### src/rtl/scr_defs.svh
`ifndef SCR_DEFS_SVH
`define SCR_DEFS_SVH

// Register byte offsets
`define SCR_OFS_CTRL 5'h00
`define SCR_OFS_STATUS 5'h04
`define SCR_OFS_ERRS 5'h08
`define SCR_OFS_VELOCITY 5'h0C
`define SCR_OFS_METER 5'h10

// Control register fields and reset value
`define SCR_CTRL_MODE_LSB 0
`define SCR_CTRL_MODE_MSB 2
`define SCR_CTRL_CAVW_BIT 3
`define SCR_CTRL_RESET 4'h1

// Status register bit positions
`define SCR_ST_CRC_BIT 0
`define SCR_ST_GFS_BIT 1
`define SCR_ST_LOCK_BIT 2
`define SCR_ST_WIDE_MODE_LOCK_FLAG_BIT 3
`define SCR_ST_FOK_BIT 4
`define SCR_ST_EMPHASIS_FLAG_BIT 5
`define SCR_ST_MONO_BIT 6

// Error-status register field positions
`define SCR_ERR_JIT_LSB 0
`define SCR_ERR_C1_LSB 8
`define SCR_ERR_C2_LSB 11

// Sub-Q block framing
`define SCR_Q_BLOCK_BITS 7'h60
`define SCR_Q_DATA_BITS 7'h50
`define SCR_CRC_POLY 16'h1021
`define SCR_CRC_INIT 16'h0000

// Timing
`define SCR_CLK_PERIOD_NS 20
`define SCR_MONO_TIME_NS 270000
`define SCR_MONO_CYCLES \
    ((`SCR_MONO_TIME_NS + `SCR_CLK_PERIOD_NS - 1) / `SCR_CLK_PERIOD_NS)
`define SCR_LOCK_SAMPLE_NS 2173913
`define SCR_LOCK_CYCLES (`SCR_LOCK_SAMPLE_NS / `SCR_CLK_PERIOD_NS)
`define SCR_LOCK_RUN 3'h7

`endif

### src/rtl/scr_pkg.sv
`default_nettype none
package scr_pkg;
    // Meter modes, one-hot
    typedef enum logic [2:0] {
        SCR_METER_OFF = 3'b001,
        SCR_METER_LEVEL = 3'b010,
        SCR_METER_PEAK = 3'b100
    } scr_meter_t;

    // Sub-Q bit stream from the demodulator
    typedef struct packed {
        logic block_start;
        logic bit_valid;
        logic bit_val;
    } scr_q_in_t;

    // Playback status words from the core
    typedef struct packed {
        logic [7:0] jitter;
        logic [2:0] c1_code;
        logic [2:0] c2_code;
        logic [9:0] velocity;
        logic focus_ok;
        logic emphasis;
    } scr_status_t;
endpackage
`default_nettype wire

### src/rtl/scr_readout.sv
// Overview of operation
// P-W symbol shifted out per host clock
// Host clocks P-W after frame clock falls
// Host reads 80 Q bits after good CRC
// Q bits feed register and CRC checker
// Good 96-bit block loads 80 bits, flag
// High Q output marks fresh checked data
// Bits reversed within each byte, LSB first
// Q clock low holds one-shot in reset
// Active one-shot blocks all output loads; code gates only the Q register and Q pin loads, not the P-W load or CRC flag
// Meter register chains behind Q bits
// Ring shorts depend on meter mode
// Level readout clears; peak readout keeps
// Host gives 96 clocks in peak mode
// Peak mode stores time of peak
// Jitter reported as 8-bit unsigned value
// Frame sync good when timing matches
// Lock rises on high, falls after eight lows
// Wide lock needs eight equal samples
// Velocity reported in wide CAV mode
// Emphasis flag follows disc emphasis
// C1 status as 3-bit code
// C2 status as 3-bit code
// Q output advances on rising Q clock
//
// Our own choices: the Avalon-MM interface to the registers and the address map.
`include "scr_defs.svh"
`default_nettype none
module scr_readout #(
    parameter int MONO_CYCLES = `SCR_MONO_CYCLES, // One-shot length
    parameter int LOCK_CYCLES = `SCR_LOCK_CYCLES, // Lock sample period
    parameter int METER_W = 16 // Meter word width
) (
    input wire logic MCLK, // System clock
    input wire logic SYS_RST, // Async reset, high
    input wire logic [4:0] AVS_ADDRESS, // Byte address
    input wire logic AVS_READ, // Read request
    input wire logic AVS_WRITE, // Write request
    input wire logic [31:0] AVS_WRITEDATA, // Write data
    input wire logic [3:0] AVS_BYTEENABLE, // Byte lanes
    output logic [31:0] AVS_READDATA, // Read data
    output logic AVS_WAITREQUEST, // Stall
    input wire logic PW_SUBCODE_SHIFT_CLOCK, // Host P-W clock pin
    input wire logic Q_SUBCODE_SHIFT_CLOCK, // Host Q clock pin
    input wire logic WRITE_FRAME_CLOCK, // Core frame clock
    input wire logic [7:0] PW_SYMBOL, // Current P-W symbol
    input wire scr_pkg::scr_q_in_t Q_IN, // Sub-Q stream
    input wire logic FRAME_SYNC_DETECT, // Sync found
    input wire logic INSERT_TIMING, // Protection window
    input wire scr_pkg::scr_status_t STATUS_IN, // Status words
    input wire logic [METER_W-1:0] AUDIO_LEVEL, // Abs level
    input wire logic AUDIO_VALID, // Level strobe
    output logic PW_SUBCODE_SERIAL_OUT, // P-W serial data
    output logic Q_SUBCODE_SERIAL_OUT, // Q serial data
    output logic SUBCODE_SYNC_INDICATION, // Block sync
    output logic CRC_GOOD_FLAG, // Last block CRC good
    output logic FRAME_SYNC_GOOD_FLAG, // Frame sync good
    output logic LOCK_FLAG, // Lock
    output logic WIDE_MODE_LOCK_FLAG, // Wide lock
    output logic EMPHASIS_FLAG // Emphasis
);
    localparam int OUT_W = 80 + METER_W; // Chained register width

    // Pin synchronisers and edge history
    logic pw_subcode_shift_clock_s1_q, pw_subcode_shift_clock_s2_q, pw_subcode_shift_clock_s3_q;
    logic q_subcode_shift_clock_s1_q, q_subcode_shift_clock_s2_q, q_subcode_shift_clock_s3_q;
    logic write_frame_clock_q;

    // P-W shifter
    logic [7:0] pw_sr_q;
    logic pw_out_q;

    // Sub-Q collection and CRC
    logic [79:0] sp_q; // Serial/parallel register
    logic [15:0] crc_rx_q; // Received check bits
    logic [15:0] crc_q; // Running remainder
    logic [6:0] qcnt_q; // Bits of current block
    logic crc_flag_q;
    logic subcode_sync_indication_q;

    // One-shot and output register
    logic [15:0] mono_q; // Cycles since Q clock low
    logic [OUT_W-1:0] ps_q; // Parallel/serial register
    logic q_subcode_serial_out_q;

    // Meter state
    logic [METER_W-1:0] meter_q; // Level or peak value
    logic [79:0] peak_time_q; // Time snapshot at peak
    logic [79:0] last_q_q; // Last good Q block

    // Status flags
    logic gfs_q, lock_q, wide_mode_lock_flag_q, emphasis_flag_q;
    logic [2:0] low_run_q, high_run_q;
    logic [16:0] tick_cnt_q;

    // Bus side registers
    logic [3:0] ctrl_q;
    logic wait_q;
    logic [31:0] rdata_q;

    // Edge detection on synced host pins; frame clock fall from raw input
    wire pw_subcode_shift_clock_rise = pw_subcode_shift_clock_s2_q & ~pw_subcode_shift_clock_s3_q;
    wire q_subcode_shift_clock_rise = q_subcode_shift_clock_s2_q & ~q_subcode_shift_clock_s3_q;
    wire write_frame_clock_fall = write_frame_clock_q & ~WRITE_FRAME_CLOCK;

    // Mode decode
    wire [2:0] mode_bits = ctrl_q[`SCR_CTRL_MODE_MSB:`SCR_CTRL_MODE_LSB];
    wire peak_mode = mode_bits == scr_pkg::SCR_METER_PEAK;
    wire level_mode = mode_bits == scr_pkg::SCR_METER_LEVEL;
    wire cavw_mode = ctrl_q[`SCR_CTRL_CAVW_BIT];
    wire ring1_short = peak_mode | level_mode;
    wire ring2_short = peak_mode;

    // One-shot: busy while Q clock recently low
    wire mono_busy = ~q_subcode_shift_clock_s2_q ||
        (mono_q < 16'(MONO_CYCLES));

    // CRC step for one incoming bit
    wire crc_fb = crc_q[15] ^ Q_IN.bit_val;
    wire [15:0] crc_next = {crc_q[14:0], 1'b0} ^
        (crc_fb ? `SCR_CRC_POLY : 16'h0000);
    wire q_take = Q_IN.bit_valid && (qcnt_q < `SCR_Q_BLOCK_BITS);
    wire q_last = q_take && (qcnt_q == `SCR_Q_BLOCK_BITS - 7'h01);
    wire [15:0] rx_full = {crc_rx_q[14:0], Q_IN.bit_val};
    wire blk_ok = q_last && (crc_q == ~rx_full);
    wire [79:0] sp_full = {sp_q[78:0], Q_IN.bit_val};

    // Byte-wise bit reversal of the collected block
    logic [79:0] rev_now; // From the fresh block
    logic [79:0] rev_time; // From the peak snapshot
    genvar gi;
    generate
        for (gi = 0; gi < 80; gi++) begin : g_rev
            localparam int SRC = 72 - 8 * (gi / 8) + (gi % 8);
            assign rev_now[gi] = sp_q[SRC];
            assign rev_time[gi] = peak_time_q[SRC];
        end
    endgenerate

    // Load happens only when a good block ends and one-shot idle
    wire do_load = blk_ok && !mono_busy;
    wire [79:0] q_image = peak_mode ? rev_time : rev_now;
    wire [METER_W-1:0] meter_image = ring1_short ? meter_q : '0;
    wire ps_in = ring1_short ? ps_q[0] : 1'b0;
    wire new_peak = AUDIO_VALID && (AUDIO_LEVEL > meter_q);

    // Lock sampling
    wire tick = tick_cnt_q == 17'(LOCK_CYCLES - 1);

    // Avalon decode
    wire req = AVS_READ | AVS_WRITE;
    wire wr_ctrl = AVS_WRITE && !wait_q &&
        (AVS_ADDRESS == `SCR_OFS_CTRL) && AVS_BYTEENABLE[0];
    logic [31:0] rd_mux;
    assign rd_mux =
        (AVS_ADDRESS == `SCR_OFS_CTRL) ? {28'h0000_000, ctrl_q} :
        (AVS_ADDRESS == `SCR_OFS_STATUS) ? {25'h000_0000, mono_busy,
            emphasis_flag_q, STATUS_IN.focus_ok, wide_mode_lock_flag_q, lock_q, gfs_q,
            crc_flag_q} :
        (AVS_ADDRESS == `SCR_OFS_ERRS) ? {18'h0_0000,
            STATUS_IN.c2_code,
            STATUS_IN.c1_code,
            STATUS_IN.jitter} :
        (AVS_ADDRESS == `SCR_OFS_VELOCITY) ? {22'h00_0000,
            cavw_mode ? STATUS_IN.velocity : 10'h000} :
        (AVS_ADDRESS == `SCR_OFS_METER) ? 32'(meter_q) :
        32'h0000_0000;

    // Two-stage synchronisers for host clock pins
    always_ff @(posedge MCLK or posedge SYS_RST) begin
        if (SYS_RST) begin
            pw_subcode_shift_clock_s1_q <= 1'b0;
            pw_subcode_shift_clock_s2_q <= 1'b0;
            pw_subcode_shift_clock_s3_q <= 1'b0;
            q_subcode_shift_clock_s1_q <= 1'b1;
            q_subcode_shift_clock_s2_q <= 1'b1;
            q_subcode_shift_clock_s3_q <= 1'b1;
            write_frame_clock_q <= 1'b0;
        end else begin
            pw_subcode_shift_clock_s1_q <= PW_SUBCODE_SHIFT_CLOCK;
            pw_subcode_shift_clock_s2_q <= pw_subcode_shift_clock_s1_q;
            pw_subcode_shift_clock_s3_q <= pw_subcode_shift_clock_s2_q;
            q_subcode_shift_clock_s1_q <= Q_SUBCODE_SHIFT_CLOCK;
            q_subcode_shift_clock_s2_q <= q_subcode_shift_clock_s1_q;
            q_subcode_shift_clock_s3_q <= q_subcode_shift_clock_s2_q;
            write_frame_clock_q <= WRITE_FRAME_CLOCK;
        end
    end

    // P-W symbol: loaded at frame clock fall, shifted per host clock
    always_ff @(posedge MCLK or posedge SYS_RST) begin
        if (SYS_RST) begin
            pw_sr_q <= 8'h00;
            pw_out_q <= 1'b0;
        end else if (write_frame_clock_fall) begin
            pw_sr_q <= {PW_SYMBOL[6:0], 1'b0};
            pw_out_q <= PW_SYMBOL[7];
        end else if (pw_subcode_shift_clock_rise) begin
            pw_out_q <= pw_sr_q[7];
            pw_sr_q <= {pw_sr_q[6:0], 1'b0};
        end
    end

    // Sub-Q bit counter, collection and CRC
    always_ff @(posedge MCLK or posedge SYS_RST) begin
        if (SYS_RST) begin
            qcnt_q <= 7'h00;
            crc_q <= `SCR_CRC_INIT;
            sp_q <= '0;
            crc_rx_q <= 16'h0000;
        end else if (Q_IN.block_start) begin
            qcnt_q <= 7'h00;
            crc_q <= `SCR_CRC_INIT;
        end else if (q_take) begin
            qcnt_q <= qcnt_q + 7'h01;
            if (qcnt_q < `SCR_Q_DATA_BITS) begin
                sp_q <= sp_full;
                crc_q <= crc_next;
            end else begin
                crc_rx_q <= rx_full;
            end
        end
    end

    // Sync indication and CRC-good flag, updated per block
    always_ff @(posedge MCLK or posedge SYS_RST) begin
        if (SYS_RST) begin
            subcode_sync_indication_q <= 1'b0;
            crc_flag_q <= 1'b0;
            last_q_q <= '0;
        end else begin
            subcode_sync_indication_q <= Q_IN.block_start;
            if (q_last) begin
                crc_flag_q <= blk_ok;
            end
            if (blk_ok) begin
                last_q_q <= sp_q; // Data bits only, check bits excluded
            end
        end
    end

    // One-shot counter: cleared while Q clock low, saturates
    always_ff @(posedge MCLK or posedge SYS_RST) begin
        if (SYS_RST) begin
            mono_q <= 16'hFFFF;
        end else if (!q_subcode_shift_clock_s2_q) begin
            mono_q <= 16'h0000;
        end else if (mono_q != 16'hFFFF) begin
            mono_q <= mono_q + 16'h0001;
        end
    end

    // Parallel/serial output register with meter chained behind
    always_ff @(posedge MCLK or posedge SYS_RST) begin
        if (SYS_RST) begin
            ps_q <= '0;
        end else if (do_load) begin
            ps_q <= {meter_image, q_image};
        end else if (q_subcode_shift_clock_rise) begin
            ps_q <= {ps_in, ps_q[OUT_W-1:1]};
        end
    end

    // Q pin: flag while idle, current bit while host reads
    always_ff @(posedge MCLK or posedge SYS_RST) begin
        if (SYS_RST) begin
            q_subcode_serial_out_q <= 1'b0;
        end else if (do_load) begin
            q_subcode_serial_out_q <= 1'b1;
        end else if (mono_busy) begin
            q_subcode_serial_out_q <= q_subcode_shift_clock_rise ? ps_q[1] : ps_q[0];
        end else begin
            q_subcode_serial_out_q <= crc_flag_q;
        end
    end

    // Meter: level cleared by readout load, peak kept with its time
    always_ff @(posedge MCLK or posedge SYS_RST) begin
        if (SYS_RST) begin
            meter_q <= '0;
            peak_time_q <= '0;
        end else if (!ring1_short) begin
            meter_q <= '0;
        end else if (do_load && !ring2_short) begin
            meter_q <= '0;
        end else if (new_peak) begin
            meter_q <= AUDIO_LEVEL;
            if (peak_mode) begin
                peak_time_q <= last_q_q;
            end
        end
    end

    // Frame sync good and lock sampling at the sample rate
    always_ff @(posedge MCLK or posedge SYS_RST) begin
        if (SYS_RST) begin
            gfs_q <= 1'b0;
            tick_cnt_q <= 17'h0_0000;
        end else begin
            gfs_q <= FRAME_SYNC_DETECT & INSERT_TIMING;
            tick_cnt_q <= tick ? 17'h0_0000 : tick_cnt_q + 17'h0_0001;
        end
    end

    // Run counters of equal samples
    always_ff @(posedge MCLK or posedge SYS_RST) begin
        if (SYS_RST) begin
            low_run_q <= 3'h0;
            high_run_q <= 3'h0;
        end else if (tick) begin
            if (gfs_q) begin
                low_run_q <= 3'h0;
                if (high_run_q != `SCR_LOCK_RUN) begin
                    high_run_q <= high_run_q + 3'h1;
                end
            end else begin
                high_run_q <= 3'h0;
                if (low_run_q != `SCR_LOCK_RUN) begin
                    low_run_q <= low_run_q + 3'h1;
                end
            end
        end
    end

    // Lock flags from the sampled runs
    always_ff @(posedge MCLK or posedge SYS_RST) begin
        if (SYS_RST) begin
            lock_q <= 1'b0;
            wide_mode_lock_flag_q <= 1'b0;
        end else if (tick) begin
            if (gfs_q) begin
                lock_q <= 1'b1;
            end else if (low_run_q == `SCR_LOCK_RUN) begin
                lock_q <= 1'b0;
            end
            if (gfs_q && high_run_q == `SCR_LOCK_RUN) begin
                wide_mode_lock_flag_q <= 1'b1;
            end else if (!gfs_q && low_run_q == `SCR_LOCK_RUN) begin
                wide_mode_lock_flag_q <= 1'b0;
            end
        end
    end

    // Emphasis flag
    always_ff @(posedge MCLK or posedge SYS_RST) begin
        if (SYS_RST) begin
            emphasis_flag_q <= 1'b0;
        end else begin
            emphasis_flag_q <= STATUS_IN.emphasis;
        end
    end

    // Avalon slave: one wait cycle, then answer
    always_ff @(posedge MCLK or posedge SYS_RST) begin
        if (SYS_RST) begin
            wait_q <= 1'b1;
            rdata_q <= 32'h0000_0000;
        end else begin
            wait_q <= !(req && wait_q);
            if (AVS_READ && wait_q) begin
                rdata_q <= rd_mux;
            end
        end
    end

    // Control register
    always_ff @(posedge MCLK or posedge SYS_RST) begin
        if (SYS_RST) begin
            ctrl_q <= `SCR_CTRL_RESET;
        end else if (wr_ctrl) begin
            ctrl_q <= AVS_WRITEDATA[3:0];
        end
    end

    // Output drive, all straight from flip-flops
    assign PW_SUBCODE_SERIAL_OUT = pw_out_q;
    assign Q_SUBCODE_SERIAL_OUT = q_subcode_serial_out_q;
    assign SUBCODE_SYNC_INDICATION = subcode_sync_indication_q;
    assign CRC_GOOD_FLAG = crc_flag_q;
    assign FRAME_SYNC_GOOD_FLAG = gfs_q;
    assign LOCK_FLAG = lock_q;
    assign WIDE_MODE_LOCK_FLAG = wide_mode_lock_flag_q;
    assign EMPHASIS_FLAG = emphasis_flag_q;
    assign AVS_READDATA = rdata_q;
    assign AVS_WAITREQUEST = wait_q;
endmodule
`default_nettype wire

### config.mk
export PLATFORM = sky130hd
export DESIGN_NAME = scr_readout
export DESIGN_NICKNAME = d
export VERILOG_FILES = /design/src/rtl/scr_pkg.sv /design/src/rtl/scr_readout.sv
export VERILOG_INCLUDE_DIRS = /design/src /design/src/rtl
export SDC_FILE = /design/constraint.sdc
export NUM_CORES = 1
export LEC_CHECK = 0
export ABC_AREA = 0
export BUFFER_PORTS_ARGS = -buffer_cell sky130_fd_sc_hd__buf_2
export CAP_MARGIN = 40
export CORE_AREA = 4 4 207 209
export CTS_CLUSTER_SIZE = 30
export DETAILED_ROUTE_END_ITERATION = 16
export DIE_AREA = 0 0 211 213
export GPL_ROUTABILITY_DRIVEN = 0
export PLACE_DENSITY = 0.7
export SYNTH_ARGS = -nofsm -noshare
export SYNTH_HDL_FRONTEND = slang
export SYNTH_SLANG_ARGS = --single-unit
### constraint.sdc
create_clock -name MCLK -period 43.6 [get_ports MCLK]
set_input_delay 2.18 -clock MCLK [delete_from_list [all_inputs] [get_ports MCLK]]
set_output_delay 2.18 -clock MCLK [all_outputs]
set_load 0.01 [all_outputs]
# Word-level counts from Yosys, hierarchy flattened
# Cells that the tools add are included.
# classes
order_cmp,4
bitwise_logic,16
n_mux,38
eq_ne,17
reduce_logical,35
add_sub_neg,5
# ops
operator,count
$mux W16,14
$mux W96,2
$mux W80,1
$add A17 B1 Y17 const B,1
$eq A17 B17 Y1 const B,1
$mux W17,1
$add A16 B1 Y16 const B,1
$eq A16 B16 Y1,1
$gt A16 B16 Y1,1
$lt A16 B14 Y1 const B,1
$mux W8,2
$ne A16 B16 Y1 const B,1
$not A16 Y16,1
$xor A16 B13 Y16,1
$lt A7 B7 Y1 const B,2
$mux W7,2
$reduce_bool A2 Y1,7
$logic_and A1 B1 Y1,13
$mux W13,1
$mux W3,4
$eq A5 B4 Y1 const B,2
$mux W1,10
$mux W10,1
$reduce_and A2 Y1,5
other kinds (19),39
# totals
out_inout_bits,41
register_bits,489

# Depth between registers and ports, before layout
# Gate-level depths: netlist of run 1.
# logic_depth
depth_word,8
depth_mapped,8
ltp_nobuf,7

# Worst setup path after synthesis of run 1
# No wires, ideal clock.
# synth_timing
path_type,input -> register
from,input port AUDIO_LEVEL[13]
to,register peak_time_q[69]
stages,7
setup_slack_ns,39.356
arrival_ns,4.119
setup_ns,0.125
required_time_ns,43.475
cell_sequence,ha_1 -> nand4_1 -> or4_4 -> a21o_1 -> a31oi_4 -> buf_4 -> mux2_2
# synth_between
elab_chain_len,3
# synth_rtl
item,line_no,source
"start, declared",scr_readout.sv:51,"input wire logic [METER_W-1:0] AUDIO_LEVEL,"
$gt A16 B16 Y1,scr_readout.sv:145,wire new_peak = AUDIO_VALID && (AUDIO_LEVEL > meter_q);
$logic_and A1 B1 Y1,scr_readout.sv:145,
$reduce_and A4 Y1 (no source line),n/a,
"end signal, assigned",scr_readout.sv:289,peak_time_q <= last_q_q;
"end, declared",scr_readout.sv:88,logic [79:0] peak_time_q;
# No other way between the ends.
# A chain may end at the register's enable or synchronous reset.

# Worst setup path after layout of run 1
# layout_timing
from,input port AUDIO_LEVEL[15]
to,register peak_time_q[18]
# The elaborated chain is that of the path after synthesis.

==> results of run 1 <==
==> cells by family after synthesis <==
kind of cell	Yosys count
xor gates and xnor gates	48
buffers and inverters	129
other	1
DFF	472
AOI/OAI and AO/OA	161
and+or+nand+nor	184
muxes	558
adders and majority gates	24
==> flip-flops by register name, indices dropped and copies added, names as in the netlist, 3 cells and up <==
signal / count
qcnt_q: 7
ctrl_q: 4
peak_time_q: 80
last_q_q: 80
AVS_READDATA: 16
pw_sr_q: 7
crc_q: 16
low_run_q: 3
mono_q: 16
sp_q: 80
crc_rx_q: 15
ps_q: 96
high_run_q: 3
meter_q: 16
tick_cnt_q: 17
==> path summary, 6_finish.rpt <==
| check | from | end | slack, ns | cells past startpoint |
|---|---|---|---|---|
| worst max-delay path | AUDIO_LEVEL[15] | peak_time_q[18] | 38.76 | 9 |
| worst min-delay path | pw_subcode_shift_clock_s1_q | pw_subcode_shift_clock_s2_q | 0.35 | 0 |
| worst max register to register | meter_q[13] | peak_time_q[18] | 40.08 | 9 |
| worst min register to register | pw_subcode_shift_clock_s1_q | pw_subcode_shift_clock_s2_q | 0.35 | 0 |
| max in group asynchronous | SYS_RST | peak_time_q[0] | 40.04 | 6 |
| min in group asynchronous | SYS_RST | AVS_READDATA[2] | 1.77 | 2 |
==> worst reg2reg max path, stage by stage (launching register included) <==
cell	delay, ns
dfrtp_1	0.38
inv_1	0.06
ha_1	0.29
nand4_1	0.20
or4_4	0.60
a21o_1	0.22
a31oi_4	0.50
buf_4	0.42
buf_16	0.34
mux2_2	0.41
==> per-layer routing <==
layer	routed length (um)	up-vias	track usage [%]	part of all wire (%)
met4	1030	0	5.57	2.6
met1	18400	6344	24.9	47
met5	0	-	0	0
met2	18100	208	28.9	46
met3	1500	65	2.67	3.8
li1	-	5862	-	-
==> power breakdown <==
group,switching (uW),internal (uW)
registers,13.0,455
clock network,169,257
logic,36.2,29.8
==> cells in the final DEF (no fill, tap or decap), types with 9 or more instances in the layout <==
cell	synthesis	routed
clkbuf_8	0	13
o21bai_1	15	15
buf_4	29	22
inv_1	30	29
nand2_1	62	62
dfstp_2	21	21
o211ai_1	21	21
dfrtp_1	451	451
a22o_1	18	18
buf_2	24	97
xor2_1	13	13
ha_1	24	24
and2_1	9	9
o21ai_0	34	34
a221oi_1	10	10
a21oi_1	20	20
mux2i_1	299	299
xnor2_1	35	35
clkbuf_1	42	13
clkbuf_16	0	50
nand4_1	14	14
mux2_2	252	252
nand3_1	12	12
conb_1	1	16
nor2_1	38	35
==> cell type report <==
class / instances / area (um^2) / share of cell area [%]
well taps: 532 / 666 / 2.77
flip-flops and latches: 472 / 11800 / 49.3
repair buffers: 130 / 917 / 3.82
multi-input cells: 991 / 8790 / 36.6
clock inverters: 15 / 193 / 0.803
clock buffers: 76 / 1480 / 6.16
inverters: 30 / 120 / 0.500
==> per-stage QoR <==
stage / cells / total power (uW) / instance area [um^2]
after floorplan: 1592 / 521 / 21200
after global placement: 2142 / 538 / 22100
after detailed placement: 2155 / 543 / 22300
after CTS: 2246 / 974 / 24000
after global routing: 2246 / 1000 / 24000
final: 2246 / 960 / 24000
==> results.json, run 1 <==
{
  "cts_tree": "built",
  "utilization_pct": 58.8,
  "port_buffers": 97,
  "drive_above_1_share_pct": 29.1,
  "synth_simple_gate_area_share_pct": 4.34,
  "ir_drop_mv": 0.0279,
  "timing.hold.ws_ns": 0.355,
  "drt_iter0_drc": 762,
  "grt_overflow": 0,
  "postCtsSetupBuffers": 0,
  "ios": 145,
  "fmax_ghz": 0.207,
  "grt_pass1_vias": 13100,
  "fin_ws_ns": 38.76,
  "final_nets": 1802,
  "cts_buffer_depth": 3,
  "synthMuxAreaShare_pct": 27.9,
  "grt_pass1_wl_um": 66900,
  "slew_viol_final": 0,
  "synth-xor-area-share_pct": 1.99,
  "synthAdderAreaFrac_pct": 1.42,
  "fp-row-count": 74,
  "synth_edf_count": 0,
  "cts_hold_buf": 0,
  "cp_cell_sequence": "buf_2 -> ha_1 -> nand4_1 -> or4_4 -> a21o_1 -> a31oi_4 -> buf_4 -> buf_16 -> mux2_2",
  "finalSetupTns_ns": 0,
  "setup_viol": 0,
  "final.setup_skew_ns": 0.0191,
  "synth.avg_cell_area_um2": 13.4,
  "hold_viol_final": 0,
  "viasPerCell": 5.56,
  "crit_path_start_kind": "input port",
  "drc": 0,
  "status": "finished, final reports clean",
  "ys.flop_type": "dfrtp_1",
  "yosys_warnings": 0,
  "wl_per_cell_um": 17.4,
  "synth-seq-cells": 472,
  "seq_area_frac_synth_pct": 55.9,
  "cts_made_buffers": 49,
  "syn_area_mm2": 0.0212,
  "synth_cell_type_count": 59,
  "dpl.hpwl_um": 24400,
  "antenna_found_initial": 0,
  "nFillCells": 3248,
  "pre_cts_ws_ns": 38.18,
  "diodes": 0,
  "syn-instance-count": 1577,
  "cp_data_required_time_ns": 44.05,
  "arrival_ns": 5.28,
  "synth_top_area_share_pct": 53.3,
  "synth_top_family_by_area": "multiplexers",
  "core-area_mm2": 0.0408,
  "die_area_mm2": 0.0449,
  "cp-end-kind": "flop",
  "ys_top_cells_by_area": "dfrtp_1 53%, mux2i_1 14%, mux2_2 13%",
  "start_util_pct": 51.8,
  "hold_class": "flop to flop",
  "die_h_um": 213,
  "drv_cap": 0,
  "ctsResizeCount": 0,
  "rsz0062_at_grt": "false",
  "fin_crit_sh_pct": 11.1,
  "worst_slew_pin_slew_ns": 0.893,
  "slew_headroom_pct": 40.3,
  "die_x_um": 211,
  "leakagePower_uw": 0.0105,
  "grt_max_degree": 116,
  "vias": 12500,
  "htree_levels": 2,
  "root_buffer": "clkbuf_16",
  "synth_top_area_cell": "dfrtp_1",
  "async_flop_share_pct": 100,
  "area_growth_pct": 13.4,
  "cp.buffers_inverters": 3,
  "crit_fanout": 53,
  "routed_wl_um": 39100,
  "yosys-top-cells-count": "451 x dfrtp_1, 299 x mux2i_1, 252 x mux2_2, 62 x nand2_1, 42 x clkbuf_1",
  "numClockSinks": 472,
  "finalCriticalPeriod_ns": 4.84,
  "firstDrtPassIters": 5,
  "cp_top_family": "buffers and inverters",
  "p_per_area_mw_per_mm2": 40.0,
  "clk_pin_slew_worst_paths_ns": 0.06,
  "drtAntennaViolNets": 0,
  "slowest_stage": "or4_4",
  "synth_most_common_cell": "dfrtp_1",
  "max_stage_delay_ns": 0.60,
  "grt_usage_pct": 17.8,
  "synth_compound_gate_area_share_pct": 5.39,
  "critical_path_class": "input port to flop",
  "clk_latency_ns": 0.57
}
Note: power is estimated with default switching activity, not from simulation.
==> inputs of run 2 (changes only) <==
Settings changed: ABC_AREA 0 to 1, CORE_AREA 4 4 207 209 to 4 4 210 212, DIE_AREA 0 0 211 213 to 0 0 214 216, PLACE_DENSITY 0.7 to 0.69.
Clock period 43.6 ns to 4.71 ns, I/O delays scaled along.
==> results.json, run 2 <==
{
  "slew_headroom_pct": 39.4,
  "r2r_start": "q_subcode_shift_clock_s2_q",
  "r2r-end": "ps_q[62]",
  "die_area_mm2": 0.0462,
  "firstDrtPassIters": 5,
  "clk_pin_slew_worst_paths_ns": 0.07,
  "cts_buffer_depth": 3,
  "slew_viol_final": 0,
  "fmax_ghz": 0.324,
  "viasPerCell": 5.39,
  "synth_most_common_cell": "nand2_1",
  "grt_overflow": 0,
  "synth.avg_cell_area_um2": 8.48,
  "grt_pass1_wl_um": 83100,
  "root_buffer": "clkbuf_16",
  "final_nets": 2757,
  "antenna_found_initial": 0,
  "grt_max_degree": 143,
  "wl_per_cell_um": 14.8,
  "yosys-top-cells-count": "509 x nand2_1, 451 x dfrtp_1, 413 x nand3_1, 304 x o21ai_0, 288 x inv_1",
  "crit_path_start_kind": "flop",
  "largest_reg_flops": 96,
  "drtAntennaViolNets": 0,
  "cp-end-kind": "flop",
  "hold_viol_final": 0,
  "ios": 145,
  "numClockSinks": 472,
  "intPower_uw": 6790,
  "die_x_um": 214,
  "synth_cell_type_count": 44,
  "fp-row-count": 75,
  "diodes": 0,
  "syn-instance-count": 2556,
  "synth_edf_count": 0,
  "p_per_area_mw_per_mm2": 365,
  "dpl.hpwl_um": 28400,
  "p_seq_share_pct": 48.8,
  "crit_fanout": 141,
  "drt_iter0_drc": 1358,
  "start_util_pct": 51.7,
  "clk_latency_ns": 0.58,
  "async_flop_share_pct": 100,
  "rsz0062_at_grt": "false",
  "clkPwrFrac_pct": 43.7,
  "cp_data_required_time_ns": 5.17,
  "grt_pass1_vias": 17400,
  "r2r_cells": 7,
  "hp-start": "STATUS_IN[2]",
  "synth-seq-cells": 472,
  "grt_usage_pct": 20.9,
  "met3_wirelength_um": 1870,
  "vias": 17300,
  "synth_top_area_share_pct": 52.1,
  "drive_above_1_share_pct": 9.29,
  "utilization_pct": 58.4,
  "wl_met1_um": 21300,
  "largest_register": "ps_q",
  "cts_tree": "built",
  "fin_crit_sh_pct": 65.5,
  "rrSetupSlack_ns": 1.62,
  "final_common_cell": "nand2_1",
  "die_h_um": 216,
  "post_dp_cell_area_mm2": 0.0225,
  "drc": 0,
  "finalCriticalPeriod_ns": 3.09,
  "drv_cap": 0,
  "core-area_mm2": 0.0419,
  "hold_class": "input port to flop",
  "synth_top_area_cell": "dfrtp_1",
  "top_layer": "met4",
  "port_buffers": 97,
  "worst_slew_pin_slew_ns": 0.909,
  "wl_met2_um": 23300,
  "hold_depth": 5,
  "swShare_pct": 24.1,
  "ir_drop_mv": 0.272,
  "seq_area_frac_synth_pct": 54.6,
  "combPwrFrac_pct": 7.4,
  "layout_common_cells": "509 x nand2_1, 451 x dfrtp_1, 413 x nand3_1",
  "setup_viol": 0,
  "cts_made_buffers": 49,
  "design_area_mm2": 0.0245,
  "p_switching_uw": 2150,
  "ctsResizeCount": 0,
  "area_growth_pct": 13.1,
  "final.setup_skew_ns": 0.0148,
  "status": "finished, final reports clean",
  "ys_top_cells_by_area": "dfrtp_1 52%, nand3_1 9.5%, nand2_1 8.8%",
  "htree_levels": 2,
  "syn_area_mm2": 0.0217,
  "yosys_warnings": 0,
  "leakagePower_uw": 0.0119,
  "critical_path_class": "flop to flop",
  "ys.flop_type": "dfrtp_1",
  "hold-path-endpoint": "AVS_READDATA[0]",
  "arrival_ns": 3.54,
  "routed_wl_um": 47400
}
==> run 2: area by class of cell <==
type | count | area (um^2)
clock buffer | 81 | 1530
clock inverter | 10 | 111
fill | 3650 | 17400
inverter | 294 | 1110
multi-input combinational | 1644 | 7940
sequential | 472 | 11800
tap | 539 | 674
timing repair buffer | 168 | 1310
==> run 2: routing by layer <==
| metal | GRT usage (%) | up-vias |
|---|---|---|
| met3 | 2.98 | 76 |
| met5 | 0 | - |
| li1 | - | 8480 |
| met2 | 36.3 | 336 |
| met4 | 6.57 | 0 |
| met1 | 27.3 | 8400 |
==> run 2: power by group through the flow <==
stage               Combinational [uW]  Clock [uW]  Sequential [uW]
floorplan                          466           0             4410
global placement                   614           0             4430
detailed placement                 642           0             4440
CTS                                673        4010             4360
global route                       779        4190             4390
finish                             664        3910             4360
==> run 2: worst max-delay path: stages, from the launching register on <==
cell and delay, ns:
dfstp_2 0.67, clkinv_1 0.36, a21oi_4 0.21, buf_4 0.35, nand2_8 0.52, buf_4 0.53, nand3_1 0.15, nand3_1 0.10
==> run 2: kinds of logic (layout without fill, tap and decap cells) <==
logic type	Yosys count	count (layout)	synth area share, %
and+or+nand+nor	1111	1111	22.2
DFF	472	472	54.6
AOI/OAI and AO/OA	460	460	11.1
buffers and inverters	455	553	9.20
xor gates and xnor gates	26	26	1.05
adders and majority gates	24	24	1.39
muxes	7	7	0.364
other	1	16	0.0173
==> run 2: worst max-delay path by stage <==
stage | to | slack, ns | start | cells past startpoint
floorplan | AVS_READDATA[0] | -1.90 | SYS_RST | 1
global placement | ps_q[77] | 1.67 | q_subcode_shift_clock_s2_q | 7
detailed placement | ps_q[62] | 1.65 | q_subcode_shift_clock_s2_q | 7
CTS | ps_q[62] | 1.63 | q_subcode_shift_clock_s2_q | 7
global route | ps_q[77] | 1.32 | q_subcode_shift_clock_s2_q | 7
finish | ps_q[62] | 1.62 | q_subcode_shift_clock_s2_q | 7
==> run 2: timing repair <==
| action | 4_1_cts | 5_1_grt |
|---|---|---|
| setup buffers | 0 | 0 |
| hold endpoints to repair | 66 | 0 |
| hold buffers | 39 | 0 |
==> run 2: through the flow <==
| stage | setup TNS (ns) | hold WS, ns | power [uW] | std cells | setup WS (ns) |
|---|---|---|---|---|---|
| 3_3_place_gp | 0 | 0.343 | 5040 | 3071 | 1.67 |
| 6_report | 0 | 0.0544 | 8940 | 3208 | 1.62 |
| 4_1_cts | 0 | 0.0135 | 9050 | 3208 | 1.63 |
| 3_5_place_dp | 0 | 0.260 | 5080 | 3078 | 1.65 |
| 2_1_floorplan | -860.13 | 0.240 | 4870 | 2571 | -1.90 |
| 5_1_grt | 0 | 0.0644 | 9350 | 3208 | 1.32 |
